## src/core/tec_defines.svh

```systemverilog
// What this block does
// - Count up from present value to all ones
// - Overflow reloads preload and sets request flag
// - Control bits 0-2 and 5 read zero
// - Edge select: 0 rising, 1 falling
// - Count enable bit: 0 stop, 1 run
// - Mode bits: 01 event, 10 timer, 11 pulse
// - Pulse mode measures once, then clears enable
// - Result held until software re-enables
// - Pulse measurement starts on edges, not levels
// - Overflow in pulse mode reloads and flags too
// - Event and timer modes never self-clear enable
// - Overflow wakes the halted processor
// - Interrupt enable zero suppresses interrupt service
// - Disabled: preload write also loads counter
// - Enabled: preload write touches preload only
// - Counter read blocks the count clock briefly
// - Event mode uses pin, timer uses instruction clock
// - Pulse mode counts instruction clock while level persists
// - Low write buffered; high write loads sixteen bits
// - High read latches low byte for later read
`ifndef TEC_DEFINES_SVH
`define TEC_DEFINES_SVH

// ----------------------------------------
// Register offsets
// ----------------------------------------
`define TEC_OFF_IRQC   8'h0b
`define TEC_OFF_HIGH   8'h0c
`define TEC_OFF_LOW    8'h0d
`define TEC_OFF_CTRL   8'h0e

// ----------------------------------------
// Control fields and reset values
// ----------------------------------------
`define TEC_CTRL_EDGE  3
`define TEC_CTRL_EN    4
`define TEC_CTRL_MLO   6
`define TEC_CTRL_MHI   7
`define TEC_EDGE_RST   1'b1
`define TEC_FLAG_BIT   5
`define TEC_IEN_BIT    2

// ----------------------------------------
// Timing
// ----------------------------------------
`define TEC_INSTR_DIV  2'h3

`endif

```

## src/core/tec_pkg.sv

```systemverilog
package tec_pkg;

    typedef enum logic [1:0] {
        TEC_MODE_UNUSED = 2'h0,
        TEC_MODE_EVENT  = 2'h1,
        TEC_MODE_TIMER  = 2'h2,
        TEC_MODE_PULSE  = 2'h3
    } tec_mode_e;

    typedef enum logic [2:0] {
        TEC_PW_IDLE = 3'h1,
        TEC_PW_MEAS = 3'h2,
        TEC_PW_DONE = 3'h4
    } tec_pw_e;

endpackage : tec_pkg

```

## src/core/tec_top.sv

```systemverilog
// Implementation choices: the address-and-strobe port and the register addresses.
`timescale 1ns/10ps
`include "tec_defines.svh"
module tec_top #(
    parameter int CNT_W = 16
) (
    input  wire logic       mclk_in,
    input  wire logic       rst_in,
    input  wire logic [7:0] addr_in,
    input  wire logic [7:0] wdata_in,
    input  wire logic       wr_in,
    input  wire logic       rd_in,
    input  wire logic       event_input_in,
    output logic      [7:0] rdata_out,
    output logic            irq_out,
    output logic            wake_out
);
    // ----------------------------------------
    // Helpers
    // ----------------------------------------
    function automatic logic hit(input logic [7:0] a, input logic [7:0] off);
        hit = (a == off);
    endfunction : hit

    localparam logic [CNT_W-1:0] ALL_ONES = {CNT_W{1'b1}};
    localparam bit               WIDE     = (CNT_W == 16);

    // ----------------------------------------
    // State
    // ----------------------------------------
    logic [CNT_W-1:0]   cnt_q;
    logic [CNT_W-1:0]   preload_q;
    logic               edge_sel_q;
    logic               count_enable_q;
    tec_pkg::tec_mode_e mode_q;
    tec_pkg::tec_pw_e   pw_q;
    logic               flag_q;
    logic               ien_q;
    logic               blk_q;
    logic [1:0]         div_q;

    logic [15:0]        cnt16;
    logic [7:0]         wbuf;
    logic [7:0]         rbuf;
    logic               pin_lvl;
    logic               pin_rise;
    logic               pin_fall;

    // ----------------------------------------
    // Bus decode
    // ----------------------------------------
    logic wr_ctrl;
    logic wr_irqc;
    logic wr_low;
    logic wr_load;
    logic rd_cnt;
    logic rd_high;
    logic [CNT_W-1:0] load_val;

    assign wr_ctrl = wr_in && hit(addr_in, `TEC_OFF_CTRL);
    assign wr_irqc = wr_in && hit(addr_in, `TEC_OFF_IRQC);
    assign wr_low  = wr_in && hit(addr_in, `TEC_OFF_LOW);
    assign rd_high = rd_in && hit(addr_in, `TEC_OFF_HIGH);
    assign wr_load = WIDE ? (wr_in && hit(addr_in, `TEC_OFF_HIGH)) : wr_low;
    assign rd_cnt  = WIDE ? rd_high : (rd_in && hit(addr_in, `TEC_OFF_LOW));
    assign cnt16   = 16'(cnt_q);
    assign load_val = WIDE ? CNT_W'({wdata_in, wbuf}) : CNT_W'(wdata_in);

    // ----------------------------------------
    // Submodules
    // ----------------------------------------
    tec_edge_sync u_sync (
        .mclk_in   (mclk_in),
        .rst_in    (rst_in),
        .pin_in    (event_input_in),
        .level_out (pin_lvl),
        .rise_out  (pin_rise),
        .fall_out  (pin_fall)
    );

    tec_byte_pair u_bytes (
        .mclk_in    (mclk_in),
        .rst_in     (rst_in),
        .wr_low_in  (wr_low && WIDE),
        .rd_high_in (rd_high && WIDE),
        .wdata_in   (wdata_in),
        .cnt_low_in (cnt16[7:0]),
        .wbuf_out   (wbuf),
        .rbuf_out   (rbuf)
    );

    // ----------------------------------------
    // Instruction clock enable
    // ----------------------------------------
    always_ff @(posedge mclk_in or posedge rst_in) begin
        if (rst_in) begin
            div_q <= 2'h0;
        end else if (div_q == `TEC_INSTR_DIV) begin
            div_q <= 2'h0;
        end else begin
            div_q <= div_q + 2'h1;
        end
    end

    logic instr_tick;
    assign instr_tick = (div_q == `TEC_INSTR_DIV);

    // ----------------------------------------
    // Count source selection
    // ----------------------------------------
    logic act_edge;
    logic pw_start;
    logic pw_end;
    logic tick;
    logic ovf;

    assign act_edge = edge_sel_q ? pin_fall : pin_rise;
    assign pw_start = edge_sel_q ? pin_rise : pin_fall;
    assign pw_end   = edge_sel_q ? pin_fall : pin_rise;

    always_comb begin
        tick = 1'b0;
        case (mode_q)
            tec_pkg::TEC_MODE_EVENT: tick = act_edge;
            tec_pkg::TEC_MODE_TIMER: tick = instr_tick;
            tec_pkg::TEC_MODE_PULSE: tick = instr_tick && (pw_q == tec_pkg::TEC_PW_MEAS);
            default:                 tick = 1'b0;
        endcase
        tick = tick && count_enable_q && !rd_cnt && !blk_q;
    end

    // Overflow at all ones, then reload preload
    assign ovf = tick && (cnt_q == ALL_ONES);

    // ----------------------------------------
    // Read block
    // ----------------------------------------
    always_ff @(posedge mclk_in or posedge rst_in) begin
        if (rst_in) begin
            blk_q <= 1'b0;
        end else begin
            blk_q <= rd_cnt;
        end
    end

    // ----------------------------------------
    // Counter and preload
    // ----------------------------------------
    always_ff @(posedge mclk_in or posedge rst_in) begin
        if (rst_in) begin
            preload_q <= '0;
        end else if (wr_load) begin
            preload_q <= load_val;
        end
    end

    always_ff @(posedge mclk_in or posedge rst_in) begin
        if (rst_in) begin
            cnt_q <= '0;
        end else if (wr_load && !count_enable_q) begin
            cnt_q <= load_val;
        end else if (ovf) begin
            cnt_q <= preload_q;
        end else if (tick) begin
            cnt_q <= cnt_q + CNT_W'(1);
        end
    end

    // ----------------------------------------
    // Control register
    // ----------------------------------------
    logic pw_done_now;
    assign pw_done_now = (pw_q == tec_pkg::TEC_PW_MEAS) && count_enable_q && pw_end;

    always_ff @(posedge mclk_in or posedge rst_in) begin
        if (rst_in) begin
            edge_sel_q <= `TEC_EDGE_RST;
            mode_q     <= tec_pkg::TEC_MODE_UNUSED;
        end else if (wr_ctrl) begin
            edge_sel_q <= wdata_in[`TEC_CTRL_EDGE];
            mode_q     <= tec_pkg::tec_mode_e'(wdata_in[`TEC_CTRL_MHI:`TEC_CTRL_MLO]);
        end
    end

    always_ff @(posedge mclk_in or posedge rst_in) begin
        if (rst_in) begin
            count_enable_q <= 1'b0;
        // Only writes clear in other modes
        end else if (wr_ctrl) begin
            count_enable_q <= wdata_in[`TEC_CTRL_EN];
        end else if (pw_done_now && mode_q == tec_pkg::TEC_MODE_PULSE) begin
            count_enable_q <= 1'b0;
        end
    end

    // ----------------------------------------
    // Pulse width sequencer
    // ----------------------------------------
    always_ff @(posedge mclk_in or posedge rst_in) begin
        if (rst_in) begin
            pw_q <= tec_pkg::TEC_PW_IDLE;
        end else begin
            case (pw_q)
                tec_pkg::TEC_PW_IDLE: begin
                    if (count_enable_q && mode_q == tec_pkg::TEC_MODE_PULSE && pw_start) begin
                        pw_q <= tec_pkg::TEC_PW_MEAS;
                    end
                end
                tec_pkg::TEC_PW_MEAS: begin
                    if (!count_enable_q || mode_q != tec_pkg::TEC_MODE_PULSE) begin
                        pw_q <= tec_pkg::TEC_PW_IDLE;
                    end else if (pw_end) begin
                        pw_q <= tec_pkg::TEC_PW_DONE;
                    end
                end
                tec_pkg::TEC_PW_DONE: begin
                    if (count_enable_q) begin
                        pw_q <= tec_pkg::TEC_PW_IDLE;
                    end
                end
                default: pw_q <= tec_pkg::TEC_PW_IDLE;
            endcase
        end
    end

    // ----------------------------------------
    // Interrupt control bits
    // ----------------------------------------
    always_ff @(posedge mclk_in or posedge rst_in) begin
        if (rst_in) begin
            flag_q <= 1'b0;
        // Overflow sets flag, wins over clear
        end else if (ovf) begin
            flag_q <= 1'b1;
        end else if (wr_irqc) begin
            flag_q <= wdata_in[`TEC_FLAG_BIT];
        end
    end

    always_ff @(posedge mclk_in or posedge rst_in) begin
        if (rst_in) begin
            ien_q <= 1'b0;
        end else if (wr_irqc) begin
            ien_q <= wdata_in[`TEC_IEN_BIT];
        end
    end

    // ----------------------------------------
    // Outputs
    // ----------------------------------------
    always_ff @(posedge mclk_in or posedge rst_in) begin
        if (rst_in) begin
            irq_out  <= 1'b0;
            wake_out <= 1'b0;
        end else begin
            irq_out  <= (flag_q || ovf) && ien_q;
            wake_out <= ovf;
        end
    end

    logic [7:0] ctrl_rd;
    logic [7:0] irqc_rd;

    always_comb begin
        ctrl_rd = 8'h00;
        ctrl_rd[`TEC_CTRL_EDGE]              = edge_sel_q;
        ctrl_rd[`TEC_CTRL_EN]                = count_enable_q;
        ctrl_rd[`TEC_CTRL_MHI:`TEC_CTRL_MLO] = mode_q;
        irqc_rd = 8'h00;
        irqc_rd[`TEC_FLAG_BIT] = flag_q;
        irqc_rd[`TEC_IEN_BIT]  = ien_q;
    end

    always_ff @(posedge mclk_in or posedge rst_in) begin
        if (rst_in) begin
            rdata_out <= 8'h00;
        end else if (!rd_in) begin
            rdata_out <= 8'h00;
        end else if (hit(addr_in, `TEC_OFF_CTRL)) begin
            rdata_out <= ctrl_rd;
        end else if (hit(addr_in, `TEC_OFF_IRQC)) begin
            rdata_out <= irqc_rd;
        end else if (WIDE && hit(addr_in, `TEC_OFF_HIGH)) begin
            rdata_out <= cnt16[15:8];
        end else if (hit(addr_in, `TEC_OFF_LOW)) begin
            rdata_out <= WIDE ? rbuf : cnt16[7:0];
        end else begin
            rdata_out <= 8'h00;
        end
    end
endmodule : tec_top

```

## src/core/tec_edge_sync.sv

```systemverilog
`timescale 1ns/10ps
module tec_edge_sync (
    input  wire logic mclk_in,
    input  wire logic rst_in,
    input  wire logic pin_in,
    output logic      level_out,
    output logic      rise_out,
    output logic      fall_out
);
    logic meta_q;
    logic sync_q;
    logic prev_q;

    always_ff @(posedge mclk_in or posedge rst_in) begin
        if (rst_in) begin
            meta_q <= 1'b0;
            sync_q <= 1'b0;
            prev_q <= 1'b0;
        end else begin
            meta_q <= pin_in;
            sync_q <= meta_q;
            prev_q <= sync_q;
        end
    end

    assign level_out = sync_q;
    assign rise_out  = sync_q & ~prev_q;
    assign fall_out  = ~sync_q & prev_q;
endmodule : tec_edge_sync

```

## src/core/tec_byte_pair.sv

```systemverilog
`timescale 1ns/10ps
module tec_byte_pair (
    input  wire logic       mclk_in,
    input  wire logic       rst_in,
    input  wire logic       wr_low_in,
    input  wire logic       rd_high_in,
    input  wire logic [7:0] wdata_in,
    input  wire logic [7:0] cnt_low_in,
    output logic      [7:0] wbuf_out,
    output logic      [7:0] rbuf_out
);
    always_ff @(posedge mclk_in or posedge rst_in) begin
        if (rst_in) begin
            wbuf_out <= 8'h00;
        end else if (wr_low_in) begin
            wbuf_out <= wdata_in;
        end
    end

    always_ff @(posedge mclk_in or posedge rst_in) begin
        if (rst_in) begin
            rbuf_out <= 8'h00;
        end else if (rd_high_in) begin
            rbuf_out <= cnt_low_in;
        end
    end
endmodule : tec_byte_pair

```

## config.mk

```make
export PLATFORM = sky130hd
export DESIGN_NAME = tec_top
export DESIGN_NICKNAME = d
export VERILOG_FILES = /design/src/core/tec_pkg.sv /design/src/core/tec_top.sv /design/src/core/tec_edge_sync.sv /design/src/core/tec_byte_pair.sv
export VERILOG_INCLUDE_DIRS = /design/src /design/src/core
export SDC_FILE = /design/constraint.sdc
export NUM_CORES = 1
export LEC_CHECK = 0
export BUFFER_PORTS_ARGS = -buffer_cell sky130_fd_sc_hd__buf_2
export CAP_MARGIN = 20
export CELL_PAD_IN_SITES_DETAIL_PLACEMENT = 1
export CELL_PAD_IN_SITES_GLOBAL_PLACEMENT = 2
export CORE_ASPECT_RATIO = 1.75
export CORE_MARGIN = 5
export CORE_UTILIZATION = 35
export CTS_CLUSTER_SIZE = 24
export DETAILED_ROUTE_END_ITERATION = 7
export HOLD_SLACK_MARGIN = 0.15
export PLACE_DENSITY = 0.77
export SETUP_SLACK_MARGIN = 0.05
export SLEW_MARGIN = 10
export SYNTH_ARGS = -nofsm -noshare
export SYNTH_HDL_FRONTEND = slang
export SYNTH_SLANG_ARGS = --single-unit
```

## constraint.sdc

```tcl
create_clock -name mclk_in -period 2.9 [get_ports mclk_in]
set_input_delay 0.29 -clock mclk_in [delete_from_list [all_inputs] [get_ports mclk_in]]
set_output_delay 0.29 -clock mclk_in [all_outputs]
set_load 0.02 [all_outputs]
```

Word level (Yosys, flattened, before mapping)
Index checks and enable logic that the tools add are counted.
{"block": "totals", "register_bits": 73, "inputBits": 21, "output_inout_bits": 10, "wordCells": 87}
{"block": "op_classes", "add_sub_neg": 2, "eq_ne": 16, "n_mux": 21, "bitwise": 4, "n_reduce_logical": 26}
{"cell": "2-to-1 mux 16 bit", "count": 3}
{"cell": "2-to-1 mux 8 bit", "count": 5}
{"cell": "== test 8 x 4 -> 1 bit, second input constant", "count": 4}
{"cell": "logical AND 1 bit", "count": 17}
{"cell": "adder 16 x 1 -> 16 bit, second input constant", "count": 1}
{"cell": "== test 16 bit, second input constant", "count": 1}
{"cell": "2-to-1 mux 3 bit", "count": 4}
{"cell": "one-hot mux 3 bit (3 select lines)", "count": 1}
{"cell": "== test 2 bit, second input constant", "count": 3}
{"cell": "2-to-1 mux 1 bit", "count": 6}
{"cell": "!= test 2 bit, second input constant", "count": 3}
{"cell": "nonzero test 2 bit", "count": 2}
{"cell": "== test 3 x 1 -> 1 bit, second input constant", "count": 1}
{"cell": "== test 3 x 2 -> 1 bit, second input constant", "count": 1}
{"cell": "== test 3 bit, second input constant", "count": 1}
{"cell": "logical NOT 1 bit", "count": 3}
{"cell": "!= test 3 x 2 -> 1 bit, second input constant", "count": 1}
{"cell": "one-hot mux 1 bit (3 select lines)", "count": 1}
{"cell": "AND reduction 3 bit", "count": 1}
{"cell": "nonzero test 3 bit", "count": 1}
{"cell": "adder 2 x 1 -> 2 bit, second input constant", "count": 1}
{"cell": "AND 1 bit", "count": 2}
{"cell": "== test 2 x 1 -> 1 bit, second input constant", "count": 1}
{"cell": "logical OR 1 bit", "count": 2}
{"cell": "2 further kinds", "count": 3}

Logic depth before layout (Yosys ltp)
{"block": "depth", "word_depth": 10, "mapped_depth": 7, "ltp_nobuf": 6}

Modules after synthesis
Synthesis repeated with hierarchy kept, for this count alone.
{"block": "unflattened", "cells_unflattened": 314, "area_unflattened_um2": 3617.2}
{"mod": "tec_top", "instances": 1, "cells_each": 273, "area_per_inst_um2": 2856.5, "seq_area_each_um2": 1353.8}
{"mod": "tec_byte_pair", "instances": 1, "cells_each": 35, "area_per_inst_um2": 666.9, "seq_area_each_um2": 400.4}
{"mod": "tec_edge_sync", "instances": 1, "cells_each": 6, "area_per_inst_um2": 93.8, "seq_area_each_um2": 75.1}

Least setup slack after synthesis
OpenSTA, ideal clock, no wires.
{"block": "synth_path", "path_type": "input-to-reg", "startpoint": "in addr_in[0]", "endpoint": "reg cnt_q[1], in the netlist cnt16[1]", "setup_ns": 0.126, "t_arrival_ns": 2.129, "t_required_ns": 2.774, "setup_slack_ns": 0.645, "path_stages": 7, "n_path_buf": 2, "cell_sequence": "or4b_1 or3_1 buf_6 or2_4 and2_4 buf_6 a221o_1"}
{"block": "synth_between", "elab_chain_cells": 8, "elab_cells_between_ends": 11, "cone_classes": "eq/ne (1); mux (2); reduce/logical (8)"}
{"element": "start: declaration", "line_no": "tec_top.sv:9", "text": "input wire logic [7:0] addr_in,"}
{"element": "== test 8 x 4 -> 1 bit (*)", "line_no": "tec_top.sv:22", "text": "hit = (a == off);"}
{"element": "logical AND 1 bit", "line_no": "tec_top.sv:63", "text": "assign rd_high = rd_in && hit(addr_in, `TEC_OFF_HIGH);"}
{"element": "logical NOT 1 bit", "line_no": "tec_top.sv:129", "text": "tick = tick && count_enable_q && !rd_cnt && !blk_q;"}
{"element": "logical AND 1 bit (2 in series)", "line_no": "tec_top.sv:129"}
{"element": "logical AND 1 bit", "line_no": "tec_top.sv:133", "text": "assign ovf = tick && (cnt_q == ALL_ONES);"}
{"element": "2-to-1 mux 16 bit", "line_no": "tec_top.sv:162", "text": "end else if (ovf) begin"}
{"element": "2-to-1 mux 16 bit", "line_no": "tec_top.sv:160", "text": "end else if (wr_load && !count_enable_q) begin"}
{"element": "end signal: assignment", "line_no": "tec_top.sv:161", "text": "cnt_q <= load_val;"}
{"element": "end signal: assignment", "line_no": "tec_top.sv:163", "text": "cnt_q <= preload_q;"}
{"element": "end signal: assignment", "line_no": "tec_top.sv:165", "text": "cnt_q <= cnt_q + CNT_W'(1);"}
{"element": "end: declaration", "line_no": "tec_top.sv:31", "text": "logic [CNT_W-1:0] cnt_q;"}
Mark *: on every way between the ends. The rest lies on a longest branch, timed or not.
A chain may end at the register's enable or synchronous reset.

Worst setup path after layout
{"block": "layout_path", "startpoint": "reg cnt_q[0], in the netlist cnt16[0]", "endpoint": "reg cnt_q[5], in the netlist cnt16[5]"}
{"block": "layout_between", "elab_chain_cells": 4, "elab_cells_between_ends": 7, "cone_classes": "add/sub (1); eq/ne (1); mux (3); reduce/logical (2)"}
{"element": "adder 16 x 1 -> 16 bit / == test 16 bit (equally long branches)", "line_no": "tec_top.sv:165, tec_top.sv:133"}
{"element": "2-to-1 mux 16 bit / logical AND 1 bit (equally long branches)", "line_no": "tec_top.sv:164, tec_top.sv:133"}
{"element": "2-to-1 mux 16 bit", "line_no": "tec_top.sv:162"}
{"element": "2-to-1 mux 16 bit", "line_no": "tec_top.sv:160"}
Parallel ways exist; a longest one is shown, timed or not. The select of a mux whose other input is x is not followed.

==> PnR_summary.wiki <==
{| class="wikitable"
! Metric !! Value
|-
| Placement-stage cell area || between 0.003 and 0.004 mm^2
|-
| Post-cts resize count || 0
|-
| Sequential Area || between 0.0015 and 0.002 mm^2
|-
| Result of the run || finished clean
|-
| Reg-to-reg slack, setup || 0.53 ns
|-
| Proportion of synthesized chip area in sequential cells || 0.5197
|-
| DR iter-0 viols || approximately 150
|-
| Number of endpoints failing setup at the final stage || 0
|-
| Via density per instance || roughly 5.6
|-
| Number of synthesis warnings || 0
|-
| Total length of routed wires || approximately 10000 um
|-
| CTS tree || done
|-
| Power per unit of standard cell area || 653.4 mW/mm^2
|-
| Crit path required time || 3.18 ns
|-
| EDFF count, synth || 0
|-
| Fill count || about 1.1k
|-
| Logic depth of the worst path, buffers included || 6
|-
| Total die area || 0.01224 mm^2
|-
| Startpoint type of the worst setup path || flip-flop
|-
| CP cell instances || ha_1 -> nand4_1 -> or2_2 -> or3_1 -> a211oi_1 -> a221o_1
|-
| Worst max-slew margin expressed relative to the limit || 0.5336
|-
| Top-level port count || 31
|-
| CP max-delay cell || sky130_fd_sc_hd__or3_1
|-
| TritonCTS Sinks || between 70 and 80
|-
| Slew at the pin with the worst max-slew slack || 0.6943 ns
|-
| Placement Setup Slack || 0.5233 ns
|-
| Area added between synthesis and finish || 18.91%
|-
| Critical register-to-register path startpoint || cnt16[0]$_DFFE_PP0P_
|-
| CP Class || flip-flop to flip-flop
|-
| Flip-flop cell with the highest count after synthesis || sky130_fd_sc_hd__dfrtp_1
|-
| Net count after synthesis || 338
|-
| Root Buffer || sky130_fd_sc_hd__clkbuf_16
|-
| Post-route ant nets || 0
|-
| Total standard cell area after synthesis || between 0.003 and 0.004 mm^2
|-
| Clock Pin Slew Worst Setup and Hold Paths || 0.06 ns
|-
| Hold Vio Cnt, Final || 0
|-
| Post-Route Skew || just over 0.005 ns
|-
| Leakage dissipation || 0.001952 uW
|-
| Setup tns final || 0 ns
|-
| Depth of the CTS H-tree || 3
|-
| Dominant delay contributor by cell family on the critical path || simple AND/OR/NAND/NOR gates
|-
| Share of cells above drive strength 1 || 0.2849
|-
| Top fanout value on the critical path || 8
|-
| Critical path origin || cnt16[0]$_DFFE_PP0P_
|-
| Placeable core region || 0.009849 mm^2
|-
| Leading cell types by total area after synthesis || sky130_fd_sc_hd__dfrtp_1 50%, sky130_fd_sc_hd__mux2_2 11%, sky130_fd_sc_hd__a221o_1 3.7%
|-
| Setup ws final || 0.5290 ns
|-
| Non-Filler Cell Area, Final || 0.004185 mm^2
|-
| Multi-input logic area || 0.001585 mm^2
|-
| Vert. Die Dim || around 140 um
|-
| Distinct cell type count after synthesis || 52
|-
| Initial Utilization || 0.3573
|-
| Wire length of the first global-routing pass || 16260 um
|-
| Proportion of register bits with asynchronous set or reset after synthesis || 1.000
|-
| Count of buffering cells on the critical path with inverters included || 0
|-
| Pins over their slew limit || 0
|-
| Count leader, synth || sky130_fd_sc_hd__dfrtp_1
|-
| Largest area contributor in the synthesized netlist || sky130_fd_sc_hd__dfrtp_1
|-
| Maximum number of pins on one net before global-route repair || 32
|-
| Total number of nets in the final design || 383
|-
| Wire per inst || 20.06 um
|-
| Clock latency reported for the late side of the worst-skew pair || 0.34 ns
|-
| Number of cells traversed by the worst register-to-register path || 6
|-
| List of most frequent post-synthesis cells || 71 x sky130_fd_sc_hd__dfrtp_1, 33 x sky130_fd_sc_hd__mux2_2, 23 x sky130_fd_sc_hd__nand2_1, 21 x sky130_fd_sc_hd__nor2_1, 13 x sky130_fd_sc_hd__a221o_1
|-
| Diodes inserted || 0
|-
| Area fraction of the dominant cell type after synthesis || 0.5048
|-
| Longest Clk Path Bufs || 2
|-
| Number of global-route vias before repair || between 3k and 4k
|-
| First drt pass iteration count || 6
|-
| Arrival time of data at the critical path endpoint || 2.65 ns
|-
| Final worst-path cycle share || 0.8176
|-
| Kind of end point of the critical path || flip-flop
|-
| Seq cells post-synth || 73
|-
| Placed wire-length estimate || between 7000 and 8000 um
|-
| CP endpoint || cnt16[5]$_DFFE_PP0P_
|-
| Max-capacitance violation count || 0
|-
| Classification of the worst-slack hold path || input port to flip-flop
|-
| Cts bufs inserted || 9
|-
| Syn Area/Cell || 11.17 um^2
|-
| Total routing resource utilization after global routing || 0.1758
|-
| Worst reg2reg endpoint || cnt16[5]$_DFFE_PP0P_
|-
| Final critical path time including I/O delays and setup || 2.371 ns
|-
| Final Wtd Congestion || about 0.84
|-
| Synth Instances || ~320
|-
| Remaining Overflow, GRT || 0
|-
| Routed via count || 2756
|-
| Maximum clock frequency || 421.8 MHz
|-
| Placement row count || between 40 and 50
|-
| Max VDD drop || about 340 uV
|-
| DRC Markers || 0
|-
| Initial antenna violation count || 0
|-
| RSZ-0062 raised after global routing || no
|-
| X dimension of the die || between 80 and 90 um
|-
| Tightest hold margin || 0.2042 ns
|-
| Delay contributed by the slowest stage of the critical path || 0.58 ns
|-
| Port-buffer cells || 30
|}
[cells in the final DEF (no fill, tap or decap), types with 3 or more instances in the layout]
| master | n |
|---|---|
| sky130_fd_sc_hd__mux2_2 | 33 |
| sky130_fd_sc_hd__clkbuf_16 | 9 |
| sky130_fd_sc_hd__nor3b_1 | 4 |
| sky130_fd_sc_hd__nand3_1 | 8 |
| sky130_fd_sc_hd__a21oi_1 | 9 |
| sky130_fd_sc_hd__a211oi_1 | 4 |
| sky130_fd_sc_hd__nor3_1 | 8 |
| sky130_fd_sc_hd__a31oi_1 | 5 |
| sky130_fd_sc_hd__a222oi_1 | 6 |
| sky130_fd_sc_hd__dfrtp_1 | 71 |
| sky130_fd_sc_hd__o31ai_1 | 3 |
| sky130_fd_sc_hd__nand2b_1 | 7 |
| sky130_fd_sc_hd__nand4_1 | 4 |
| sky130_fd_sc_hd__mux2i_1 | 4 |
| sky130_fd_sc_hd__or2_2 | 3 |
| sky130_fd_sc_hd__a221o_1 | 13 |
| sky130_fd_sc_hd__buf_4 | 14 |
| sky130_fd_sc_hd__buf_2 | 30 |
| sky130_fd_sc_hd__xnor2_1 | 7 |
| sky130_fd_sc_hd__inv_1 | 10 |
| sky130_fd_sc_hd__nor4_1 | 7 |
| sky130_fd_sc_hd__nor2_1 | 21 |
| sky130_fd_sc_hd__nor2b_1 | 6 |
| sky130_fd_sc_hd__or3_1 | 4 |
| sky130_fd_sc_hd__nand2_1 | 23 |
| sky130_fd_sc_hd__o21ai_0 | 7 |
| sky130_fd_sc_hd__a22oi_1 | 3 |
[where the power goes]
part	switching, uW	total (uW)	internal (uW)
Clock	435	1120	686
Sequential	77.3	1150	1070
Combinational	274	464	189
Total	787	2730	1950
[tightest hold or removal path, cell delays in order]
cell	delay, ns
sky130_fd_sc_hd__buf_2	0.10
sky130_fd_sc_hd__nand2_1	0.05
sky130_fd_sc_hd__nand3_1	0.07
[state kept, by name (all words and copies together) (netlist names), 2 cells and up]
signal and count:
cnt16 16, div_q 2, mode_q 2, preload_q 16
pw_q 3, rdata_out 8, u_bytes.rbuf_out 8, u_bytes.wbuf_out 8
[cell families after synthesis]
family	share of synthesized area
fa+ha+maj	0.007109
simple gates	0.1760
xor+xnor	0.01991
compound gates	0.1305
flops	0.5197
mux	0.1170
buf+inv	0.02986
[worst min path at each step]
stage | from | end | slack, ns | cells after the start
CTS | wdata_in[1] | cnt16[9]$_DFFE_PP0P_ | 0.20 | 3
global placement | u_sync.meta_q$_DFF_PP0_ | u_sync.level_out$_DFF_PP0_ | 0.33 | 0
detailed placement | u_sync.meta_q$_DFF_PP0_ | u_sync.level_out$_DFF_PP0_ | 0.34 | 0
global route | wdata_in[4] | cnt16[12]$_DFFE_PP0P_ | 0.21 | 2
floorplan | event_input_in | u_sync.meta_q$_DFF_PP0_ | 0.32 | 0
finish | wdata_in[1] | cnt16[9]$_DFFE_PP0P_ | 0.20 | 3
[metrics by stage]
| stage | util | instances | power [uW] |
|---|---|---|---|
| 3_5_place_dp | 0.3927 | 472 | 1628 |
| 6_report | 0.4249 | 490 | 2735 |
| 3_3_place_gp | 0.3927 | 472 | 1615 |
| 4_1_cts | 0.4249 | 490 | 2761 |
| 5_1_grt | 0.4249 | 490 | 2859 |
| 2_1_floorplan | - | 315 | 1462 |
[timing repair]
action                                  CTS  global route
endpoints found under the setup margin    0             0
setup buffers                             0             0
hold buffers                              2             0
hold endpoints to repair                 30             0
[metal layers]
layer  vias up  track usage  wire (um)
met5         -            0          0
met4         0      0.08173        258
met3        15      0.04273        338
met2        51       0.3221       5499
met1      1427       0.1862       3731
li1       1263            -          -
[layout make-up]
class,instances,share of cell area
tap,125,0.03737
timing repair buffer,46,0.06577
sequential,73,0.4371
inverter,11,0.009865
clock inverter,5,0.01315
clock buffer,11,0.05800
multi-input combinational,219,0.3788
No activity file was read; power rests on OpenSTA's default activity.
